`src/common/tcc_pkg.sv`:
```
// package: register map, field layout, reset values and divider masks for the timer unit
package tcc_pkg;
	// ==================================================================
	// register offsets (16-bit register port address)
	localparam logic [15:0] OFF_CTL      = 16'hFF7F; // counter_control_reg
	localparam logic [15:0] OFF_COUNT    = 16'hFF70; // main_counter, read only
	localparam logic [15:0] OFF_CAPCMP   = 16'hFF72; // capture_compare_reg
	localparam logic [15:0] OFF_CAP_A    = 16'hFF74; // capture_reg_a, read only
	localparam logic [15:0] OFF_CAP_B    = 16'hFF76; // capture_reg_b, read only
	localparam logic [15:0] OFF_EDGE_A   = 16'hFF78; // edge_mode_reg_a
	localparam logic [15:0] OFF_EDGE_B   = 16'hFF79; // edge_mode_reg_b
	localparam logic [15:0] OFF_SMP_A    = 16'hFF7A; // sampling_ctrl_reg_a
	localparam logic [15:0] OFF_SMP_B    = 16'hFF7B; // sampling_ctrl_reg_b

	// ==================================================================
	// counter_control_reg fields
	localparam int CTL_CE_BIT  = 7; // count_enable_bit
	localparam int CTL_CCM_BIT = 4; // compare_select_bit
	localparam int CTL_CLR_BIT = 3; // clear_select_bit
	localparam int CTL_PRM_LSB = 0; // prescale_sel_2..0 at bits 2..0

	// writable-bit masks; zero bits always read zero
	localparam logic [7:0] CTL_MASK    = 8'h9F;
	localparam logic [7:0] EDGE_A_MASK = 8'hFD;
	localparam logic [7:0] EDGE_B_MASK = 8'h0F;
	localparam logic [7:0] SMP_A_MASK  = 8'hFF;
	localparam logic [7:0] SMP_B_MASK  = 8'h03;

	// ==================================================================
	// field positions of the edge and sampling selects
	localparam int EDGE_EV0_LSB = 2; // edge_mode_reg_a [3:2]
	localparam int EDGE_EV1_LSB = 4; // edge_mode_reg_a [5:4]
	localparam int EDGE_EV4_LSB = 2; // edge_mode_reg_b [3:2]
	localparam int SMP_EV0_LSB  = 0; // sampling_ctrl_reg_a [1:0]
	localparam int SMP_EV1_LSB  = 2; // sampling_ctrl_reg_a [3:2]
	localparam int SMP_EV4_LSB  = 0; // sampling_ctrl_reg_b [1:0]

	// edge select encoding: 00 falling, 01 rising, 1x both
	localparam logic [1:0] EDGE_FALL = 2'h0;
	localparam logic [1:0] EDGE_RISE = 2'h1;

	// ==================================================================
	// reset values
	localparam logic [7:0]  RST_REG8   = 8'h00;
	localparam logic [15:0] RST_COUNT  = 16'h0000;
	localparam logic [15:0] COUNT_MAX  = 16'hFFFF;

	// ==================================================================
	// divider masks: a tick fires when the masked divider bits are all ones
	localparam logic [7:0] PRM_DIV4   = 8'h03;
	localparam logic [7:0] PRM_DIV8   = 8'h07;
	localparam logic [7:0] PRM_DIV16  = 8'h0F;
	localparam logic [7:0] PRM_DIV32  = 8'h1F;
	localparam logic [7:0] PRM_DIV64  = 8'h3F;
	localparam logic [7:0] PRM_DIV256 = 8'hFF;
	localparam int         SMP_TAPS   = 4; // agreeing samples needed
endpackage : tcc_pkg

```
`src/rtl/tcc_timer.sv`:
```
// module: 16-bit capture/compare timer with filtered event inputs
// Contract
// - accept level after four agreeing samples
// - 16-bit counter, free-running or interval
// - capture mode: event 0 edge copies counter
// - event 1 to capture A, 4 to B
// - compare mode: equality raises compare interrupt
// - prescale codes 0-5 divide 4..256
// - select bits choose free, compare-clear, capture-clear
// - count enable 0 stops, holds zero
// - after enable: 0000 then 0001
// - rewriting enable 1 does not restart
// - control bits 6,5 read zero
// - writes to compare, reads selected storage
// - compare mode removes event 0 interrupt
// - compare clear: period is compare plus one
// - capture clear zeroes counter at edge
// - free mode: FFFF overflow interrupt, wrap
// - two edge-mode registers, fixed zero bits
// - two sampling registers, fixed zero bits in B only
// - reset clears control, edge, sampling registers
// - reset zeroes counter; captures left undefined
// - compare and event 0 share vector
`timescale 1ns/1ps
module tcc_timer #(
	parameter int CNT_W = 16,   // main counter width
	parameter int DIV_W = 8     // divider width
) (
	input  wire logic        sys_clk,
	input  wire logic        rst,
	input  wire logic [15:0] sfr_addr,      // register address
	input  wire logic        sfr_wr,        // write strobe, one cycle
	input  wire logic [15:0] sfr_wdata,     // write data
	output logic      [15:0] sfr_rdata,     // read data of sfr_addr, one cycle late
	input  wire logic        event_input_0, // event pin 0
	input  wire logic        event_input_1, // event pin 1
	input  wire logic        event_input_4, // event pin 4
	output logic             vec0_irq,      // compare match or event 0, shared
	output logic             event1_irq,    // event 1 edge
	output logic             event4_irq,    // event 4 edge
	output logic             overflow_irq   // overflow_irq pulse
);
	// ==================================================================
	// decode helpers
	function automatic logic [DIV_W-1:0] presc_mask(input logic [2:0] code);
		logic [DIV_W-1:0] m;
		m = '0;
		case (code)
			3'h0:    m = tcc_pkg::PRM_DIV4;
			3'h1:    m = tcc_pkg::PRM_DIV8;
			3'h2:    m = tcc_pkg::PRM_DIV16;
			3'h3:    m = tcc_pkg::PRM_DIV32;
			3'h4:    m = tcc_pkg::PRM_DIV64;
			3'h5:    m = tcc_pkg::PRM_DIV256;
			default: m = '0; // prohibited codes
		endcase
		return m;
	endfunction : presc_mask

	function automatic logic [DIV_W-1:0] smp_mask(input logic [1:0] code);
		logic [DIV_W-1:0] m;
		m = '0;
		case (code)
			2'h0:    m = tcc_pkg::PRM_DIV4;
			2'h1:    m = tcc_pkg::PRM_DIV16;
			2'h2:    m = tcc_pkg::PRM_DIV64;
			default: m = tcc_pkg::PRM_DIV256;
		endcase
		return m;
	endfunction : smp_mask

	// edge of a filtered level that the mode calls valid
	function automatic logic edge_hit(input logic [1:0] mode, input logic now_l,
	                                  input logic old_l);
		logic rise;
		logic fall;
		rise = now_l & ~old_l;
		fall = ~now_l & old_l;
		if (mode == tcc_pkg::EDGE_FALL) begin
			edge_hit = fall;
		end else if (mode == tcc_pkg::EDGE_RISE) begin
			edge_hit = rise;
		end else begin
			edge_hit = rise | fall;
		end
	endfunction : edge_hit

	// ==================================================================
	// registers
	logic [7:0]       ctl_r;        // counter_control_reg
	logic [7:0]       edge_a_r;     // edge_mode_reg_a
	logic [7:0]       edge_b_r;     // edge_mode_reg_b
	logic [7:0]       smp_a_r;      // sampling_ctrl_reg_a
	logic [7:0]       smp_b_r;      // sampling_ctrl_reg_b
	logic [CNT_W-1:0] count_r;      // main_counter
	logic [CNT_W-1:0] cmp_r;        // compare storage
	logic [CNT_W-1:0] capcmp_r;     // capture storage of capture_compare_reg
	logic [CNT_W-1:0] cap_a_r;      // capture_reg_a
	logic [CNT_W-1:0] cap_b_r;      // capture_reg_b
	logic [DIV_W-1:0] pdiv_r;       // count prescaler, held at 0 while stopped
	logic [DIV_W-1:0] sdiv_r;       // sampling divider, free running
	logic             start_pend_r; // first count clock after enable holds 0
	logic             match_hold_r; // remembered compare match
	logic             eq_r;         // previous compare equality
	logic             full_r;       // previous FFFF state
	logic [2:0]       lvl_old_r;    // previous filtered levels 0,1,4
	logic [15:0]      rdata_r;
	logic             vec0_r;
	logic             ev1_r;
	logic             ev4_r;
	logic             ovf_r;

	// ==================================================================
	// control decode
	wire       ce      = ctl_r[tcc_pkg::CTL_CE_BIT];
	wire       ccm     = ctl_r[tcc_pkg::CTL_CCM_BIT];
	wire       clr     = ctl_r[tcc_pkg::CTL_CLR_BIT];
	wire [2:0] prm     = ctl_r[tcc_pkg::CTL_PRM_LSB +: 3];
	wire       wr_ctl  = sfr_wr && (sfr_addr == tcc_pkg::OFF_CTL);
	wire       wr_cmp  = sfr_wr && (sfr_addr == tcc_pkg::OFF_CAPCMP);
	wire       wr_ea   = sfr_wr && (sfr_addr == tcc_pkg::OFF_EDGE_A);
	wire       wr_eb   = sfr_wr && (sfr_addr == tcc_pkg::OFF_EDGE_B);
	wire       wr_sa   = sfr_wr && (sfr_addr == tcc_pkg::OFF_SMP_A);
	wire       wr_sb   = sfr_wr && (sfr_addr == tcc_pkg::OFF_SMP_B);
	wire       ce_new  = sfr_wdata[tcc_pkg::CTL_CE_BIT];
	// only an enable going 0 to 1 arms the start; a repeated 1 is ignored
	wire       arm     = wr_ctl && ce_new && !ce;

	// ==================================================================
	// clock enables
	wire [DIV_W-1:0] pm   = presc_mask(prm);
	wire       count_tick = ce && (pm != '0) && ((pdiv_r & pm) == pm);
	wire [DIV_W-1:0] sm0  = smp_mask(smp_a_r[tcc_pkg::SMP_EV0_LSB +: 2]);
	wire [DIV_W-1:0] sm1  = smp_mask(smp_a_r[tcc_pkg::SMP_EV1_LSB +: 2]);
	wire [DIV_W-1:0] sm4  = smp_mask(smp_b_r[tcc_pkg::SMP_EV4_LSB +: 2]);
	wire       smp_en0    = (sdiv_r & sm0) == sm0;
	wire       smp_en1    = (sdiv_r & sm1) == sm1;
	wire       smp_en4    = (sdiv_r & sm4) == sm4;

	// ==================================================================
	// filtered inputs and edges
	logic [2:0] lvl; // filtered levels of event 0, 1, 4

	tcc_sampler u_smp0 (
		.sys_clk (sys_clk),
		.rst     (rst),
		.pin_in  (event_input_0),
		.smp_en  (smp_en0),
		.level   (lvl[0])
	);
	tcc_sampler u_smp1 (
		.sys_clk (sys_clk),
		.rst     (rst),
		.pin_in  (event_input_1),
		.smp_en  (smp_en1),
		.level   (lvl[1])
	);
	tcc_sampler u_smp4 (
		.sys_clk (sys_clk),
		.rst     (rst),
		.pin_in  (event_input_4),
		.smp_en  (smp_en4),
		.level   (lvl[2])
	);

	wire edge0 = edge_hit(edge_a_r[tcc_pkg::EDGE_EV0_LSB +: 2], lvl[0], lvl_old_r[0]);
	wire edge1 = edge_hit(edge_a_r[tcc_pkg::EDGE_EV1_LSB +: 2], lvl[1], lvl_old_r[1]);
	wire edge4 = edge_hit(edge_b_r[tcc_pkg::EDGE_EV4_LSB +: 2], lvl[2], lvl_old_r[2]);

	// ==================================================================
	// mode decode and events
	wire cmp_clr_mode = ccm && clr;
	wire cap_clr_mode = !ccm && clr;
	wire cap_clear    = ce && cap_clr_mode && edge0;
	wire eq_now       = ccm && (count_r == cmp_r);
	wire match_pulse  = eq_now && !eq_r;
	wire full_now     = ce && !clr && (count_r == tcc_pkg::COUNT_MAX);
	wire ovf_pulse    = full_now && !full_r;

	// ==================================================================
	// counter next value
	logic [CNT_W-1:0] count_nxt;
	logic             match_hold_nxt;
	logic             start_pend_nxt;

	always_comb begin
		count_nxt = count_r;
		if (!ce) begin
			count_nxt = '0;
		end else if (cap_clear) begin
			count_nxt = '0;
		end else if (count_tick) begin
			if (start_pend_r || match_hold_r) begin
				count_nxt = '0;
			end else begin
				count_nxt = count_r + 1'b1;
			end
		end
	end

	// match memory: set wins over the clear at the same tick
	always_comb begin
		match_hold_nxt = match_hold_r;
		if (!ce) begin
			match_hold_nxt = 1'b0;
		end else if (cmp_clr_mode && match_pulse) begin
			match_hold_nxt = 1'b1;
		end else if (count_tick) begin
			match_hold_nxt = 1'b0;
		end
	end

	always_comb begin
		start_pend_nxt = start_pend_r;
		if (arm) begin
			start_pend_nxt = 1'b1;
		end else if (!ce || count_tick) begin
			start_pend_nxt = 1'b0;
		end
	end

	// ==================================================================
	// read selection; compare_select_bit alone chooses which capture_compare_reg storage shows
	wire [15:0] capcmp_view = ccm ? cmp_r : capcmp_r;
	logic [15:0] rd_mux;
	always_comb begin
		rd_mux = 16'h0000; // unmapped reads return zero
		if (sfr_addr == tcc_pkg::OFF_CTL) begin
			rd_mux = {8'h00, ctl_r};
		end else if (sfr_addr == tcc_pkg::OFF_COUNT) begin
			rd_mux = count_r;
		end else if (sfr_addr == tcc_pkg::OFF_CAPCMP) begin
			rd_mux = capcmp_view;
		end else if (sfr_addr == tcc_pkg::OFF_CAP_A) begin
			rd_mux = cap_a_r;
		end else if (sfr_addr == tcc_pkg::OFF_CAP_B) begin
			rd_mux = cap_b_r;
		end else if (sfr_addr == tcc_pkg::OFF_EDGE_A) begin
			rd_mux = {8'h00, edge_a_r};
		end else if (sfr_addr == tcc_pkg::OFF_EDGE_B) begin
			rd_mux = {8'h00, edge_b_r};
		end else if (sfr_addr == tcc_pkg::OFF_SMP_A) begin
			rd_mux = {8'h00, smp_a_r};
		end else if (sfr_addr == tcc_pkg::OFF_SMP_B) begin
			rd_mux = {8'h00, smp_b_r};
		end
	end

	// ==================================================================
	// control registers; masks keep fixed bits at zero
	always_ff @(posedge sys_clk) begin
		if (rst) begin
			ctl_r    <= tcc_pkg::RST_REG8;
			edge_a_r <= tcc_pkg::RST_REG8;
			edge_b_r <= tcc_pkg::RST_REG8;
			smp_a_r  <= tcc_pkg::RST_REG8;
			smp_b_r  <= tcc_pkg::RST_REG8;
		end else begin
			if (wr_ctl) ctl_r <= sfr_wdata[7:0] & tcc_pkg::CTL_MASK;
			if (wr_ea) edge_a_r <= sfr_wdata[7:0] & tcc_pkg::EDGE_A_MASK;
			if (wr_eb) edge_b_r <= sfr_wdata[7:0] & tcc_pkg::EDGE_B_MASK;
			if (wr_sa) smp_a_r <= sfr_wdata[7:0] & tcc_pkg::SMP_A_MASK;
			if (wr_sb) smp_b_r <= sfr_wdata[7:0] & tcc_pkg::SMP_B_MASK;
		end
	end

	// ==================================================================
	// counter, dividers and event history
	always_ff @(posedge sys_clk) begin
		if (rst) begin
			count_r      <= tcc_pkg::RST_COUNT;
			pdiv_r       <= '0;
			sdiv_r       <= '0;
			start_pend_r <= 1'b0;
			match_hold_r <= 1'b0;
			eq_r         <= 1'b0;
			full_r       <= 1'b0;
			lvl_old_r    <= 3'h0;
		end else begin
			count_r      <= count_nxt;
			pdiv_r       <= ce ? pdiv_r + 1'b1 : '0;
			sdiv_r       <= sdiv_r + 1'b1;
			start_pend_r <= start_pend_nxt;
			match_hold_r <= match_hold_nxt;
			eq_r         <= eq_now;
			full_r       <= full_now;
			lvl_old_r    <= lvl;
		end
	end

	// capture storage has no reset value: contents undefined until first capture
	always_ff @(posedge sys_clk) begin
		if (wr_cmp) cmp_r <= sfr_wdata;
		if (!ccm && edge0) capcmp_r <= count_r;
		if (edge1) cap_a_r <= count_r;
		if (edge4) cap_b_r <= count_r;
	end

	// ==================================================================
	// interrupt pulses and read data, all registered
	always_ff @(posedge sys_clk) begin
		if (rst) begin
			vec0_r  <= 1'b0;
			ev1_r   <= 1'b0;
			ev4_r   <= 1'b0;
			ovf_r   <= 1'b0;
			rdata_r <= 16'h0000;
		end else begin
			vec0_r  <= ccm ? match_pulse : edge0;
			ev1_r   <= edge1;
			ev4_r   <= edge4;
			ovf_r   <= ovf_pulse;
			rdata_r <= rd_mux;
		end
	end

	assign vec0_irq     = vec0_r;
	assign event1_irq   = ev1_r;
	assign event4_irq   = ev4_r;
	assign overflow_irq = ovf_r;
	assign sfr_rdata    = rdata_r;
endmodule : tcc_timer

```
`src/rtl/tcc_sampler.sv`:
```
// module: 4-point noise filter for one event input pin
`timescale 1ns/1ps
module tcc_sampler #(
	parameter int TAPS = tcc_pkg::SMP_TAPS
) (
	input  wire logic sys_clk,
	input  wire logic rst,
	input  wire logic pin_in,   // raw pin, asynchronous
	input  wire logic smp_en,   // one-cycle sampling strobe
	output logic      level     // accepted level
);
	// ==================================================================
	// synchroniser and sample history
	logic            sync1_r;   // first stage, read only by sync2_r
	logic            sync2_r;   // synchronised pin
	logic [TAPS-1:0] hist_r;    // last samples, newest in bit 0
	logic            level_r;   // accepted level
	logic [TAPS-1:0] hist_nxt;

	assign hist_nxt = {hist_r[TAPS-2:0], sync2_r};
	assign level    = level_r;

	// two flops before anything looks at the pin
	always_ff @(posedge sys_clk) begin
		sync1_r <= pin_in;
		sync2_r <= sync1_r;
	end

	// new level taken only when every sample agrees; a pulse of three
	// periods can never fill the history, so it is dropped as noise
	always_ff @(posedge sys_clk) begin
		if (rst) begin
			hist_r  <= '0;
			level_r <= 1'b0;
		end else if (smp_en) begin
			hist_r <= hist_nxt;
			if (&hist_nxt) begin
				level_r <= 1'b1;
			end else if (~|hist_nxt) begin
				level_r <= 1'b0;
			end
		end
	end
endmodule : tcc_sampler

```
`config.mk`:
```
export PLATFORM = sky130hd
export DESIGN_NAME = tcc_timer
export DESIGN_NICKNAME = d
export VERILOG_FILES = /design/src/common/tcc_pkg.sv /design/src/rtl/tcc_timer.sv /design/src/rtl/tcc_sampler.sv
export SDC_FILE = /design/constraint.sdc
export NUM_CORES = 1
export LEC_CHECK = 0
export ABC_AREA = 1
export BUFFER_PORTS_ARGS = -buffer_cell sky130_fd_sc_hd__buf_4
export CORE_ASPECT_RATIO = 0.7
export CORE_MARGIN = 1.5
export CORE_UTILIZATION = 60
export CTS_CLUSTER_SIZE = 8
export DETAILED_ROUTE_END_ITERATION = 8
export GPL_TIMING_DRIVEN = 0
export MAX_ROUTING_LAYER = met4
export PLACE_DENSITY = 0.77
export SYNTH_ARGS = -nofsm -noshare
export SYNTH_HDL_FRONTEND = slang
export SYNTH_SLANG_ARGS = --single-unit
```
`constraint.sdc`:
```
create_clock -name sys_clk -period 4.65 [get_ports sys_clk]
set_input_delay 0.93 -clock sys_clk [delete_from_list [all_inputs] [get_ports sys_clk]]
set_output_delay 0.93 -clock sys_clk [all_outputs]
set_load 0.02 [all_outputs]
```
==> impl_results.md <==
* Chip width at roughly 140 um
* First-pass detailed-route iteration total at 7
* Drt wl/cell at between 15 and 20 um
* Aggregate routed wire length at 19.5 mm
* NumNets Final at 1027
* Max-slew violation count at 0
* Rows at 34
* CP Class: primary input to flop
* RSZ-0062 raised after global routing: false
* Flop2flop setup slack at between 2 and 3 ns
* Least-Margin Pin Slew at roughly 0.83 ns
* Hold_buf cts at 0
* Peak supply drop at between 0.3 and 0.4 mV
* Initial core utilization at 0.611
* CP max FO at 10
* Synthesized area at ~7600 um^2
* Most frequent cells after synthesis: nand2_1, dfxtp_1, nor2_1
* Period utilization at 0.595
* Total core area at approximately 12000 um^2
* CTS tree: done
* Clock Tree Root: clkbuf_16
* Max Root-Sink Buffers at 2
* Synthesized net count at between 900 and 1000
* Yosys cell types at 47
* Placer's final routability congestion estimate at 0.939
* Skew final at about 0.0080 ns
* GRT overflow at 0
* Postcts setup bufs at 0
* Synth Instances at 900
* DR DRC count at 0
* Cell area after layout at roughly 8800 um^2
* Dominant cells by area after synthesis: dfxtp_1, edfxtp_1, nand2_1, nor2_1, inv_1
* Fillers at about 960
* Hold Vio Cnt, Final at 0
* Rel. slew slack at 0.448
* Nature of the critical path endpoint: flop
* Pwr/cell area at about 350 nW/um^2
* Final min period at 2.77 ns
* Largest net degree at the start of global routing at 17
* Endpoints failing setup at 0
* Detailed placer's ending HPWL at about 14 mm
* Flops & latches, synth at 168
* Fmax at 0.362 GHz
* Crit start category: primary input
* Vias post-DR at about 6600
* Layout area overhead at 16.6%
* Clk sinks at ~170
* Yosys top cell area share at 0.275
* Hold Crit Class: flop to flop
* DRT antenna net count at 0
* Reg clk slew, reported paths at around 0.070 ns
* Yosys warnings at 0
* Register area share after synthesis at 0.529
* All-Layer GR Usage at 0.316
* Total CTS buffers at 17
* Die area at between 10000 and 15000 um^2
* IO Port Bufs at 57
* IO Count at between 50 and 60
* Post_cts resized at 0
* Most common cell in the netlist: nand2_1
* CP Data Arrival Time at slightly below 3 ns
* H-tree Lvls at 4
* DP Area at about 8200 um^2
* Initial antenna violation count at 0
* Mean Syn Cell Area at ~8.4 um^2
* Max-cap violations at 0
* Die Ht at slightly below 100 um
* Skew-Pair Late Insertion Delay at 0.42 ns
* Number of global-route vias before repair at roughly 5900
* Post-synth top area cell: dfxtp_1
* Layout cells sized above 1 at 0.140
* Data required, critical path at 4.78 ns
* Post-Route Setup TNS at 0 ns
* Antenna diodes at 0
* Async set or reset register ratio after synthesis at 0
* Top_reg_cell synth: dfxtp_1
* Vias/cell at between 5 and 6
* Post-synth EDFFs at 64
* Drt initial violations at a little over 800
* Hold_ws at between 0.3 and 0.4 ns
* Leakage at around 3.4 nW
* Status: completed
* First-pass GRT wire length at about 31 mm
==> sequential cells by signal, indices dropped and copies added, names as in the netlist, 2 cells and up <==
register	cells
u_smp1.hist_r	3
cap_b_r	16
smp_b_r	2
lvl_old_r	3
pdiv_r	8
smp_a_r	8
cap_a_r	16
count_r	16
capcmp_r	16
sdiv_r	8
edge_a_r	7
u_smp4.hist_r	3
cmp_r	16
edge_b_r	4
ctl_r	6
u_smp0.hist_r	3
sfr_rdata	16
==> metal layers <==
metal | share of wire | track usage | wire length [um]
met4 | 0.013 | 0.0777 | 252
met1 | 0.46 | 0.480 | 9010
met5 | 0 | - | 0
met2 | 0.40 | 0.424 | 7850
met3 | 0.12 | 0.0723 | 2350
==> cell families after synthesis <==
family	after synthesis	synth area share
AND/OR/NAND/NOR	418	0.248
flip-flops	168	0.529
AO/OA/AOI/OAI	160	0.120
buffers and inverters	132	0.0711
adder cells (fa/ha/maj)	12	0.0198
XOR/XNOR	10	0.0116
==> layout make-up <==
type                            instances  area, um^2  area share
Timing Repair Buffer                   58         439      0.0498
Buffer                                 24         133      0.0150
Inverter                              108         405      0.0460
Clock buffer                           17         425      0.0482
Clock inverter                         15         189      0.0214
Tap cell                              162         203      0.0230
Multi-Input combinational cell        600        3020       0.343
Sequential cell                       168        4000       0.454
==> metrics by stage <==
step	total power, mW	util	setup WS (ns)	instances
final	3.09	0.713	1.88	1152
after global routing	3.16	0.713	1.67	1152
after CTS	3.09	0.713	1.93	1152
after global placement	1.64	0.662	1.12	1119
after detailed placement	1.64	0.663	1.46	1120
after floorplan	1.60	-	1.82	900
==> where the power goes <==
| part | switching, mW | internal, mW |
|---|---|---|
| registers | 0.00504 | 1.53 |
| clock network | 0.617 | 0.860 |
| logic | 0.0464 | 0.0315 |
| total | 0.669 | 2.42 |
==> critical path, cell delays in order <==
cell and delay, ns:
buf_4 0.10, nor2_1 0.12, nand2_1 0.12, nor2_1 0.13, inv_2 0.09, nor2_4 0.24
inv_2 0.11, buf_6 0.16, nor2_1 0.62, buf_6 0.25
==> final timing paths <==
kind	start	depth (start not counted)	to
setup / recovery	sfr_addr[7]	10	cmp_r[12]$_DFFE_PP_
hold / removal	u_smp1.sync1_r$_DFF_P_	0	u_smp1.sync2_r$_DFF_P_
setup reg to reg	ctl_r[1]$_SDFFE_PP0P_	9	count_r[5]$_SDFFE_PP0P_
hold reg to reg	u_smp1.sync1_r$_DFF_P_	0	u_smp1.sync2_r$_DFF_P_
==> cell usage in the layout, fill, tap and decap left out, drive strengths merged, types with 2 or more instances in the layout <==
cell,Yosys,routed
a211oi,15,15
a21oi,71,71
a31oi,2,2
buf,13,71
bufinv,0,3
clkbuf,11,28
clkinv,2,5
clkinvlp,0,2
dfxtp,104,104
edfxtp,64,64
ha,12,12
inv,106,113
nand2,182,182
nand3,71,71
nand3b,4,4
nand4,14,14
nor2,111,111
nor3,23,23
nor3b,2,2
nor4,3,3
o2111ai,2,2
o211ai,7,7
o21a,2,2
o21ai,51,51
o21bai,2,2
o22ai,3,3
o31ai,3,3
or2,7,7
xnor2,4,4
xor2,6,6
No activity file was read; power rests on OpenSTA's default activity.
